[config.mk]
export PLATFORM = sky130hd
export DESIGN_NAME = adc_conversion_sequencer
export DESIGN_NICKNAME = d
export VERILOG_FILES = /design/src/design/adc_conversion_sequencer.v /design/src/design/converter_clock_gen.v /design/src/design/trigger_edge_sync.v
export VERILOG_INCLUDE_DIRS = /design/src /design/src/design
export SDC_FILE = /design/constraint.sdc
export NUM_CORES = 1
export LEC_CHECK = 0
export BUFFER_PORTS_ARGS = -buffer_cell sky130_fd_sc_hd__buf_2
export CAP_MARGIN = 20
export CORE_MARGIN = 4
export CORE_UTILIZATION = 44
export DETAILED_ROUTE_END_ITERATION = 7
export GPL_TIMING_DRIVEN = 0
export PLACE_DENSITY = 0.69
export SYNTH_ARGS = -nofsm -noshare
export SYNTH_HDL_FRONTEND = slang
export SYNTH_SLANG_ARGS = --single-unit
[constraint.sdc]
create_clock -name clock_i -period 3.02 [get_ports clock_i]
set_input_delay 0.453 -clock clock_i [delete_from_list [all_inputs] [get_ports clock_i]]
set_output_delay 0.453 -clock clock_i [all_outputs]
set_load 0.1 [all_outputs]
[src/design/adc_seq_map.vh]
`ifndef ADC_SEQ_MAP_VH
`define ADC_SEQ_MAP_VH

// Register byte offsets
`define OFS_CTRL 8'h00
`define OFS_SELECT 8'h04
`define OFS_STATUS 8'h08
`define OFS_RESULT 8'h0C
`define OFS_ACTIVE 8'h10

// Control register fields
`define CTRL_ENABLE 0
`define CTRL_START 1
`define CTRL_AUTO 2
`define CTRL_FREE_RUN 3
`define CTRL_IRQ_EN 4

// Select register fields
`define SEL_CHAN_LSB 0
`define SEL_CHAN_MSB 4
`define SEL_REF_LSB 6
`define SEL_REF_MSB 7

// Status register fields
`define STAT_DONE 0
`define STAT_BUSY 1
`define STAT_LOCKED 2

// Reset values
`define RST_CHAN 5'h00
`define RST_REF 2'h0

// Conversion lengths and sample points, in converter clock cycles
`define LEN_FIRST 5'd25
`define LEN_NORMAL 5'd13
`define LEN_DIFF_LONG 5'd14
`define SMP_FIRST 5'd13
`define SMP_NORMAL 5'd1
`define SMP_DIFF_LONG 5'd2
`define SMP_TRIG 5'd2

// Sleep mode codes seen on sleep_mode_i
`define SLEEP_IDLE 3'h0
`define SLEEP_NOISE_RED 3'h1

`endif

[src/design/adc_conversion_sequencer.v]
`timescale 1ns/1ps
`include "adc_seq_map.vh"
module adc_conversion_sequencer #(
  parameter HALF_DIV = 4
) (
  input wire clock_i,
  input wire rst_b_i,
  input wire psel_i,
  input wire penable_i,
  input wire pwrite_i,
  input wire [7:0] paddr_i,
  input wire [31:0] pwdata_i,
  output reg [31:0] prdata_o,
  output reg pready_o,
  output reg pslverr_o,
  input wire trigger_i,
  input wire [2:0] sleep_mode_i,
  input wire cpu_halted_i,
  input wire scan_enable_i,
  input wire [9:0] sample_i,
  output reg sample_strobe_o,
  output reg [4:0] channel_select_o,
  output reg [1:0] reference_select_o,
  output reg converter_on_o,
  output reg conversion_done_irq_o,
  output reg [3:0] upper_pin_override_o
);
  localparam ST_IDLE = 3'b001;
  localparam ST_WAIT = 3'b010;
  localparam ST_CONV = 3'b100;

  reg [2:0] state;
  reg converter_enable_bit;
  reg auto_trigger_enable;
  reg free_run;
  reg irq_en;
  reg [4:0] chan_tmp;
  reg [1:0] ref_tmp;
  reg first_pending;
  reg half_rate_sync_clock;
  reg [4:0] conv_len;
  reg [4:0] sample_at;
  reg sample_on_rise;
  reg [4:0] conv_cnt;
  reg start_is_trig;
  reg [9:0] held_sample;
  reg [9:0] result;
  reg conversion_done_flag;
  reg halted_q;

  wire rise_tick;
  wire fall_tick;
  wire trig_edge;
  wire access;
  wire wr;
  wire busy;
  wire last_cycle;
  wire locked;
  wire is_diff;
  wire sleep_ok;
  wire sleep_start;
  wire start_write;
  wire trig_start;
  wire complete;

  assign access = psel_i & penable_i & ~pready_o;
  // Writes land on the edge that completes the transfer, with pready seen
  assign wr = psel_i & penable_i & pready_o & pwrite_i;
  assign busy = (state != ST_IDLE);
  assign last_cycle = (state == ST_CONV) && (conv_cnt == conv_len - 5'd1);
  // Frozen while converting; copying resumes in the final cycle
  assign locked = (state == ST_CONV) && !last_cycle;
  // Channel codes 8 and above take the differential gain path
  assign is_diff = (channel_select_o[4:3] != 2'b00);
  assign sleep_ok = (sleep_mode_i == `SLEEP_IDLE) ||
                    (sleep_mode_i == `SLEEP_NOISE_RED);
  // Only idle and noise-reduction sleep start a conversion
  assign sleep_start = cpu_halted_i & ~halted_q & sleep_ok &
                       converter_enable_bit & ~auto_trigger_enable &
                       (state == ST_IDLE);
  assign start_write = wr && (paddr_i == `OFS_CTRL) &&
                       pwdata_i[`CTRL_START] && pwdata_i[`CTRL_ENABLE];
  // Edges during a conversion are ignored
  assign trig_start = trig_edge & auto_trigger_enable & ~free_run &
                      converter_enable_bit & (state == ST_IDLE);
  assign complete = rise_tick && last_cycle;

  converter_clock_gen #(
    .HALF_DIV(HALF_DIV)
  ) u_clk (
    .clock_i(clock_i),
    .rst_b_i(rst_b_i),
    .run_i(converter_enable_bit),
    .restart_i(trig_start),
    .rise_o(rise_tick),
    .fall_o(fall_tick)
  );

  trigger_edge_sync u_trig (
    .clock_i(clock_i),
    .rst_b_i(rst_b_i),
    .trigger_i(trigger_i),
    .rise_o(trig_edge)
  );

  // Control, select and done flag writes
  always @(posedge clock_i or negedge rst_b_i) begin
    if (!rst_b_i) begin
      converter_enable_bit <= 1'b0;
      auto_trigger_enable <= 1'b0;
      free_run <= 1'b0;
      irq_en <= 1'b0;
      chan_tmp <= `RST_CHAN;
      ref_tmp <= `RST_REF;
      conversion_done_flag <= 1'b0;
      halted_q <= 1'b0;
    end else begin
      halted_q <= cpu_halted_i;
      if (wr && paddr_i == `OFS_CTRL) begin
        converter_enable_bit <= pwdata_i[`CTRL_ENABLE];
        auto_trigger_enable <= pwdata_i[`CTRL_AUTO];
        free_run <= pwdata_i[`CTRL_FREE_RUN];
        irq_en <= pwdata_i[`CTRL_IRQ_EN];
      end
      if (wr && paddr_i == `OFS_SELECT) begin
        chan_tmp <= pwdata_i[`SEL_CHAN_MSB:`SEL_CHAN_LSB];
        ref_tmp <= pwdata_i[`SEL_REF_MSB:`SEL_REF_LSB];
      end
      // A completion in the clearing cycle wins over the clear
      if (complete)
        conversion_done_flag <= 1'b1;
      else if (wr && paddr_i == `OFS_STATUS && pwdata_i[`STAT_DONE])
        conversion_done_flag <= 1'b0;
    end
  end

  // Half-rate clock follows converter rising edges, low while disabled
  always @(posedge clock_i or negedge rst_b_i) begin
    if (!rst_b_i)
      half_rate_sync_clock <= 1'b0;
    else if (!converter_enable_bit)
      half_rate_sync_clock <= 1'b0;
    else if (rise_tick)
      half_rate_sync_clock <= ~half_rate_sync_clock;
  end

  // Conversion sequencer
  always @(posedge clock_i or negedge rst_b_i) begin
    if (!rst_b_i) begin
      state <= ST_IDLE;
      first_pending <= 1'b1;
      conv_len <= `LEN_NORMAL;
      sample_at <= `SMP_NORMAL;
      sample_on_rise <= 1'b0;
      conv_cnt <= 5'd0;
      start_is_trig <= 1'b0;
      held_sample <= 10'h000;
      result <= 10'h000;
      sample_strobe_o <= 1'b0;
    end else if (!converter_enable_bit && !start_write) begin
      // Disabling aborts and rearms the long first conversion; a write
      // that enables and starts at once falls through to the idle start
      state <= ST_IDLE;
      first_pending <= 1'b1;
      conv_cnt <= 5'd0;
      sample_strobe_o <= 1'b0;
    end else begin
      sample_strobe_o <= 1'b0;
      case (state)
        ST_IDLE: begin
          if (trig_start) begin
            state <= ST_WAIT;
            start_is_trig <= 1'b1;
          end else if (start_write || sleep_start) begin
            state <= ST_WAIT;
            start_is_trig <= 1'b0;
          end
        end
        ST_WAIT: begin
          // Start lands on the next converter rising edge
          if (rise_tick) begin
            state <= ST_CONV;
            conv_cnt <= 5'd0;
            first_pending <= 1'b0;
            if (first_pending) begin
              conv_len <= `LEN_FIRST;
              sample_at <= `SMP_FIRST;
              sample_on_rise <= 1'b0;
            end else if (start_is_trig) begin
              conv_len <= `LEN_NORMAL;
              // Rise-tick match sees the count before it steps to two
              sample_at <= `SMP_TRIG - 5'd1;
              sample_on_rise <= 1'b1;
            end else if (is_diff && half_rate_sync_clock) begin
              conv_len <= `LEN_DIFF_LONG;
              sample_at <= `SMP_DIFF_LONG;
              sample_on_rise <= 1'b0;
            end else begin
              conv_len <= `LEN_NORMAL;
              sample_at <= `SMP_NORMAL;
              sample_on_rise <= 1'b0;
            end
          end
        end
        ST_CONV: begin
          if (rise_tick)
            conv_cnt <= conv_cnt + 5'd1;
          // Half-cycle sample points use the falling tick
          if (conv_cnt == sample_at &&
              (sample_on_rise ? rise_tick : fall_tick)) begin
            held_sample <= sample_i;
            sample_strobe_o <= 1'b1;
          end
          if (complete) begin
            result <= held_sample;
            conv_cnt <= 5'd0;
            if (auto_trigger_enable && free_run) begin
              // Restart at once; uses selection copied in the last cycle
              state <= ST_CONV;
              start_is_trig <= 1'b0;
              conv_len <= is_diff ? `LEN_DIFF_LONG : `LEN_NORMAL;
              sample_at <= is_diff ? `SMP_DIFF_LONG : `SMP_NORMAL;
              sample_on_rise <= 1'b0;
            end else begin
              state <= ST_IDLE;
            end
          end
        end
        default: begin
          state <= ST_IDLE;
        end
      endcase
    end
  end

  // Active selection tracks the temporary copy unless locked
  always @(posedge clock_i or negedge rst_b_i) begin
    if (!rst_b_i) begin
      channel_select_o <= `RST_CHAN;
      reference_select_o <= `RST_REF;
    end else if (!locked) begin
      channel_select_o <= chan_tmp;
      reference_select_o <= ref_tmp;
    end
  end

  // Registered side outputs
  always @(posedge clock_i or negedge rst_b_i) begin
    if (!rst_b_i) begin
      converter_on_o <= 1'b0;
      conversion_done_irq_o <= 1'b0;
      upper_pin_override_o <= 4'h0;
    end else begin
      converter_on_o <= converter_enable_bit;
      conversion_done_irq_o <= conversion_done_flag & irq_en;
      upper_pin_override_o <= {4{scan_enable_i}};
    end
  end

  // APB slave: one wait state, error on unmapped addresses
  always @(posedge clock_i or negedge rst_b_i) begin
    if (!rst_b_i) begin
      pready_o <= 1'b0;
      pslverr_o <= 1'b0;
      prdata_o <= 32'h00000000;
    end else begin
      pready_o <= access;
      pslverr_o <= 1'b0;
      prdata_o <= 32'h00000000;
      if (access) begin
        if (paddr_i == `OFS_CTRL) begin
          prdata_o[`CTRL_ENABLE] <= converter_enable_bit;
          prdata_o[`CTRL_START] <= busy;
          prdata_o[`CTRL_AUTO] <= auto_trigger_enable;
          prdata_o[`CTRL_FREE_RUN] <= free_run;
          prdata_o[`CTRL_IRQ_EN] <= irq_en;
        end else if (paddr_i == `OFS_SELECT) begin
          prdata_o[`SEL_CHAN_MSB:`SEL_CHAN_LSB] <= chan_tmp;
          prdata_o[`SEL_REF_MSB:`SEL_REF_LSB] <= ref_tmp;
        end else if (paddr_i == `OFS_STATUS) begin
          prdata_o[`STAT_DONE] <= conversion_done_flag;
          prdata_o[`STAT_BUSY] <= busy;
          prdata_o[`STAT_LOCKED] <= locked;
        end else if (paddr_i == `OFS_RESULT) begin
          prdata_o[9:0] <= result;
        end else if (paddr_i == `OFS_ACTIVE) begin
          prdata_o[`SEL_CHAN_MSB:`SEL_CHAN_LSB] <= channel_select_o;
          prdata_o[`SEL_REF_MSB:`SEL_REF_LSB] <= reference_select_o;
        end else begin
          pslverr_o <= 1'b1;
        end
      end
    end
  end
endmodule

[src/design/converter_clock_gen.v]
`timescale 1ns/1ps
// Prescaled converter clock as rise and fall tick pulses
module converter_clock_gen #(
  parameter HALF_DIV = 4
) (
  input wire clock_i,
  input wire rst_b_i,
  input wire run_i,
  input wire restart_i,
  output reg rise_o,
  output reg fall_o
);
  reg [7:0] cnt;
  reg phase;

  // Held in reset while disabled or on a trigger, for a fixed start delay
  always @(posedge clock_i or negedge rst_b_i) begin
    if (!rst_b_i) begin
      cnt <= 8'h00;
      phase <= 1'b0;
      rise_o <= 1'b0;
      fall_o <= 1'b0;
    end else if (!run_i || restart_i) begin
      cnt <= 8'h00;
      phase <= 1'b0;
      rise_o <= 1'b0;
      fall_o <= 1'b0;
    end else if (cnt == HALF_DIV[7:0] - 8'h01) begin
      cnt <= 8'h00;
      phase <= ~phase;
      rise_o <= ~phase;
      fall_o <= phase;
    end else begin
      cnt <= cnt + 8'h01;
      rise_o <= 1'b0;
      fall_o <= 1'b0;
    end
  end
endmodule

[src/design/trigger_edge_sync.v]
`timescale 1ns/1ps
// Two-stage synchroniser plus edge register: three clocks of latency
module trigger_edge_sync (
  input wire clock_i,
  input wire rst_b_i,
  input wire trigger_i,
  output reg rise_o
);
  reg meta;
  reg stable;
  reg last;

  always @(posedge clock_i or negedge rst_b_i) begin
    if (!rst_b_i) begin
      meta <= 1'b0;
      stable <= 1'b0;
      last <= 1'b0;
      rise_o <= 1'b0;
    end else begin
      meta <= trigger_i;
      stable <= meta;
      last <= stable;
      rise_o <= stable & ~last;
    end
  end
endmodule

==> results of run 1 <==
==> routing by layer <==
metal  vias to the layer above  share of wire (%)  track usage [%]
met5                         -                  0                0
met4                         0                1.1             5.62
met3                        11                4.5             3.15
met2                        70                 48             23.4
met1                      1409                 46             20.9
li1                       1384                  -                -
==> worst paths after layout <==
| kind | from | end | cells after the start |
|---|---|---|---|
| setup / recovery | conv_len[0]$_DFFE_PN1P_ | sample_on_rise$_DFFE_PN0P_ | 8 |
| hold / removal | rst_b_i | prdata_o[6]$_DFF_PN0_ | 1 |
| setup reg to reg | conv_len[0]$_DFFE_PN1P_ | sample_on_rise$_DFFE_PN0P_ | 8 |
| hold reg to reg | u_trig.meta$_DFF_PN0_ | u_trig.stable$_DFF_PN0_ | 0 |
| max in group asynchronous | rst_b_i | state[0]$_DFFE_PN1P_ | 2 |
| min in group clock_i | scan_enable_i | upper_pin_override_o[0]$_DFF_PN0_ | 1 |
==> sequential cells by signal, indices dropped and copies added (netlist names), 2 cells and up <==
register	cells
held_sample	10
channel_select_o	5
conv_len	3
result	10
u_clk.cnt	8
ref_tmp	2
prdata_o	10
conv_cnt	5
chan_tmp	5
reference_select_o	2
state	3
==> power by group through the flow <==
stage | registers, mW | clock network, mW | logic (mW)
floorplan | 1.22 | 0 | 0.184
global placement | 1.20 | 0 | 0.261
detailed placement | 1.20 | 0 | 0.268
CTS | 1.17 | 1.02 | 0.269
global route | 1.18 | 1.08 | 0.283
finish | 1.17 | 0.999 | 0.268
==> metrics by stage <==
step | utilization (%) | std cells | power, mW
CTS | 53.5 | 569 | 2.47
detailed placement | 50.7 | 553 | 1.47
floorplan | - | 382 | 1.40
global route | 53.5 | 569 | 2.54
finish | 53.5 | 569 | 2.44
global placement | 50.4 | 552 | 1.46
==> cell usage in the layout (no fill, tap or decap), drive strengths merged, types with 3 or more instances in the layout <==
cell     n
or3      3
nor2    37
conb    22
xnor2    7
xor2     7
nand2   22
dfstp    4
a21oi    4
ha       3
nor3     9
o21ai    6
and3     6
clkbuf  17
or2      6
nor4     3
mux2    42
nand3   15
a31oi   11
buf     90
inv     13
nand2b   7
o31ai    3
mux2i    6
bufinv   3
dfrtp   83
nor2b    5
==> cell families (layout without fill, tap and decap cells) <==
family	after synthesis	in the layout	share of synthesized area (%)
XOR/XNOR	14	14	2.97
buffers and inverters	48	124	6.92
flip-flops	87	87	52.9
AND/OR/NAND/NOR	123	123	16.2
multiplexers	49	49	13.7
adder cells (fa/ha/maj)	3	3	0.911
AO/OA/AOI/OAI	36	36	6.25
other	1	22	0.0910
==> worst max-delay path: stages, from the launching register on <==
cell,delay (ns)
dfstp_2,0.57
inv_1,0.06
ha_1,0.30
xnor2_1,0.13
nor3_1,0.20
o21ai_1,0.16
or2_4,0.29
a221oi_4,0.48
mux2_4,0.35
==> area by class of cell <==
cell class / instances / area, um2 / area share [%]
buffer: 37 / 244 / 4.96
clock buffer: 10 / 138 / 2.80
clock inverter: 6 / 115 / 2.34
inverter: 11 / 41.3 / 0.839
multi-input combinational: 247 / 1730 / 35.3
sequential: 87 / 2180 / 44.4
tap: 111 / 139 / 2.82
timing repair buffer: 60 / 325 / 6.61
==> out/results.tsv, run 1 <==
stage	metric	value	unit
run_status	outcome	finished clean	
grt	largest net degree at the start of global routing	48	
run	max-cap viol count	0	
clocking	CTS tree	built	
synthesis	Avg Inst Size Synth	11.4	um2
synthesis	Cell variety after synth	55	
clocking	hold buffers post-CTS	0	
placement	DP HPWL	6060	um
sta	Hold Slack	0.0814	ns
power	VDD IR max	0.188	mV
sta	Final Hold Fails	0	
final_layout	# diodes	0	
placement	Placer Congestion	0.838	
grt	first-pass GRT wire length	13300	um
synthesis	ys flop type	dfrtp_1	
sta	setup TNS	0	ns
grt	grt total ovfl	0	
routing	routed vias/inst	5.05	
clocking	Gates resized, CTS repair	0	
clocking	clk slew on worst S/H paths	0.09	ns
routing	initial DRC count	122	
power	Net Sw Frac	26.1	%
sta	unrepaired setup endpoints after global routing	no	
clocking	number of clock sinks	87	
final_layout	area grow syn2layout	19.3	%
placement	Port Buffer Count	59	
worst_hold_path	worst hold path class	primary input to asynchronous set/reset pin	
power	Clk pwr share	40.9	%
final_layout	Finished Cell Area	4920	um2
synthesis	Synth top area share	50.4	%
power	Int Power	1.80	mW
synthesis	post-synthesis sequential area ratio	52.9	%
routing	Antenna Nets Post-Route	0	
sta	Layout Skew	0.00882	ns
setup_path	Crit Path Max Fanout	6	
clocking	clock latency on the worst-skew pair	0.35	ns
clocking	cts bufs inserted	9	
sta	worst setup margin	0.374	ns
floorplanning	area of the core	9200	um2
floorplanning	Die Area	11000	um2
routing	TritonRoute pass-1 iters	4	
synthesis	synth cell count leaders	dfrtp_1 (83), nor2_1 (35), mux2_2 (30), buf_4 (25), nand2_1 (22)	
sta	max-slew headroom at the worst pin	64.1	%
placement	worst slack, placed	0.141	ns
final_layout	FILL cells	823	
setup_path	CP Class	register to register	
final_layout	share of post-route cells with drive strength above 1	34.3	%
synthesis	Post-synth ARST share	100	%
sta	Max Slew Vio Count	0	
clocking	maximum clock path buffer count	2	
synthesis	Yosys reg bits	87	
synthesis	Synth area leader	dfrtp_1	
routing	drt drc	0	
floorplanning	I/O pin total	109	
power	logic gate share of total power	11.0	%
sta	min cycle time layout	2.65	ns
floorplanning	Die Width	105	um
power	Sequential Power Share	48.1	%
setup_path	CP Data Arrival Time	2.89	ns
setup_path	setup slack, reg-to-reg	0.37	ns
power	Power Density	496	nW/um2
routing	Routed WL	8150	um
setup_path	CP required	3.26	ns
placement	Placed Instance Area	4670	um2
grt	initial antenna violation count	0	
synthesis	largest cells by area after synthesis	dfrtp_1 (50%), mux2_2 (8.2%), buf_4 (4.6%)	
grt	vias in the first global route	2726	
floorplanning	Initial Utilization	44.8	%
setup_path	Startpoint Class	register	
sta	Worst Tran Pin Value	0.539	ns
clocking	# H-tree levels	3	
floorplanning	row count	35	
clocking	postcts setup bufs	0	
sta	Setup Viol. Count Final	0	
sta	crit share post-route	87.6	%
synthesis	cell with the most instances after synthesis	dfrtp_1	
synthesis	Mapped Area	4120	um2
power	Leak	2.48	nW
grt	Total GRT Usage	15.1	%
setup_path	Crit. End Element	register	
floorplanning	die height	105	um
power	Switch Pwr	637	uW
synthesis	YS warnings	0	
sta	fmax	0.378	GHz
routing	routed len/inst	14.3	um
routing	Vias	2874	
synthesis	Post-synth EDFFs	0	
synthesis	Post-Syn Instances	361	
final_layout	Layout Nets	517	
clocking	Clock Root Buffer	clkbuf_8	
(Power assumes the default switching activity.)
==> run 2, diff against run 1 <==
- RECOVER_POWER: not set -> 25
==> out/results.tsv, run 2 (synthesized netlist as in run 1, its figures left out) <==
stage	metric	value	unit	change
setup_path	top cell family by delay on the critical path	compound AO/OA/AOI/OAI gates		
setup_path	R2R depth	8		unchanged
clocking	Clock Root Buffer	clkbuf_8		
floorplanning	Die Width	105	um	unchanged
placement	DP HPWL	6060	um	unchanged
final_layout	Layout Nets	517		unchanged
clocking	cts bufs inserted	9		unchanged
placement	Placer Congestion	0.838		unchanged
grt	grt total ovfl	0		unchanged
routing	Antenna Nets Post-Route	0		unchanged
grt	largest net degree at the start of global routing	48		unchanged
setup_path	worst path cell trace	inv_1 > ha_1 > xnor2_1 > nor3_1 > o21ai_1 > or2_4 > a221oi_4 > mux2_4		
sta	Worst Tran Pin Value	2.24	ns	+1.70 ns
sta	Hold Slack	0.206	ns	+0.124 ns
clocking	maximum clock path buffer count	2		unchanged
sta	max-slew headroom at the worst pin	-49.5	%	-110 points
routing	TritonRoute pass-1 iters	4		unchanged
routing	Vias	2883		+0.31%
sta	Final Hold Fails	0		unchanged
power	VDD IR max	0.188	mV	about the same
clocking	Gates resized, CTS repair	0		unchanged
sta	Layout Skew	0.00882	ns	+0.000000160 ns
grt	vias in the first global route	2726		unchanged
routing	M1 WL	3760	um	+0.21%
setup_path	Crit. End Element	register		
setup_path	CP required	3.26	ns	about the same
routing	routed len/inst	14.3	um	-0.34%
setup_path	Slowest-stage cell, CP	dfstp_2		
final_layout	area grow syn2layout	19.2	%	about the same
setup_path	Worst path depth	8		unchanged
floorplanning	die height	105	um	unchanged
run_status	outcome	finished with violations		
clocking	postcts setup bufs	0		unchanged
sta	Max Slew Vio Count	41		+41
final_layout	Post-Route Utilization	53.4	%	about the same
placement	Port Buffer Count	59		unchanged
final_layout	most frequent cells in the layout	dfrtp_1 (83), buf_2 (61), nor2_1 (35)		
clocking	clock latency on the worst-skew pair	0.35	ns	about the same
worst_hold_path	worst hold path class	primary input to register		
routing	routed vias/inst	5.07		+0.31%
floorplanning	I/O pin total	109		unchanged
routing	drt drc	0		unchanged
routing	met3 wire length	360	um	-1.4%
sta	setup TNS	0	ns	unchanged
sta	Setup Viol. Count Final	0		unchanged
clocking	number of clock sinks	87		unchanged
final_layout	Largest regs	held_sample: 10 flops, prdata_o: 10 flops, result: 10 flops		
setup_path	largest stage delay on the critical path	0.57	ns	about the same
routing	Routed WL	8120	um	-0.34%
clocking	hold buffers post-CTS	0		unchanged
floorplanning	Die Area	11000	um2	unchanged
power	Leak	2.48	nW	-0.19%
final_layout	most common cell after layout, fill and taps aside	dfrtp_1		
routing	top layer in use	met4		
grt	first-pass GRT wire length	13300	um	unchanged
sta	unrepaired setup endpoints after global routing	no		
floorplanning	area of the core	9200	um2	unchanged
setup_path	Startpoint Class	register		
sta	min cycle time layout	2.65	ns	-0.000498 ns
grt	initial antenna violation count	0		unchanged
power	Power Density	497	nW/um2	about the same
final_layout	final instance count without filler cells	569		unchanged
final_layout	share of post-route cells with drive strength above 1	34.1	%	-0.22 points
floorplanning	Initial Utilization	44.8	%	unchanged
setup_path	CP Class	register to register		
sta	fmax	0.378	GHz	about the same
grt	Total GRT Usage	15.1	%	unchanged
floorplanning	row count	35		unchanged
clocking	# H-tree levels	3		unchanged
setup_path	CP Buf/Inv Count	1		unchanged
routing	Met2 Wirelength	3920	um	-0.79%
clocking	CTS tree	built		
run	max-cap viol count	1		+1
placement	dpl cells	553		unchanged
final_layout	# diodes	0		unchanged
final_layout	FILL cells	823		unchanged
setup_path	Crit Path Max Fanout	6		unchanged
sta	crit share post-route	87.6	%	about the same
power	Final Power	2.44	mW	about the same
worst_hold_path	Hold Path Depth	1		
setup_path	CP Data Arrival Time	2.89	ns	about the same
run_status	failing checks	max-capacitance violations, max-slew violations		
routing	initial DRC count	136		+11%
clocking	clk slew on worst S/H paths	0.09	ns	about the same
[run 2: report_power, final]
group,internal (mW),total [mW],switching (mW)
clock network,0.578,0.999,0.421
logic,0.0552,0.268,0.213
registers,1.17,1.17,0.00340
[run 2: worst paths after layout]
| path | start | end | slack, ns |
|---|---|---|---|
| hold reg to reg | u_trig.meta$_DFF_PN0_ | u_trig.stable$_DFF_PN0_ | 0.37 |
| setup / recovery | conv_len[0]$_DFFE_PN1P_ | sample_on_rise$_DFFE_PN0P_ | 0.37 |
| hold / removal | scan_enable_i | upper_pin_override_o[0]$_DFF_PN0_ | 0.21 |
| setup reg to reg | conv_len[0]$_DFFE_PN1P_ | sample_on_rise$_DFFE_PN0P_ | 0.37 |
| min in group asynchronous | rst_b_i | prdata_o[6]$_DFF_PN0_ | 0.76 |
| max in group asynchronous | rst_b_i | conv_cnt[2]$_DFFE_PN0P_ | 0.98 |
[run 2: per-layer routing]
layer,vias up,global-route usage [%]
met5,-,0
met4,0,5.62
met3,11,3.15
met2,70,23.4
met1,1417,20.9
li1,1385,-
[run 2: per-stage QoR]
stage	instance area (um2)	setup WS, ns
6_report	4910	0.375
5_1_grt	4910	0.253
4_1_cts	4920	0.383
3_5_place_dp	4670	0.141
3_3_place_gp	4640	0.180
2_1_floorplan	4200	0.216
[run 2: final cells by class]
| cell class | count | area, um2 | area share (%) |
|---|---|---|---|
| multi-input combinational | 247 | 1730 | 35.3 |
| timing repair buffer | 60 | 322 | 6.54 |
| sequential | 87 | 2180 | 44.4 |
| buffer | 37 | 244 | 4.96 |
| clock inverter | 6 | 115 | 2.34 |
| clock buffer | 10 | 138 | 2.80 |
| inverter | 11 | 41.3 | 0.840 |
| tap | 111 | 139 | 2.83 |
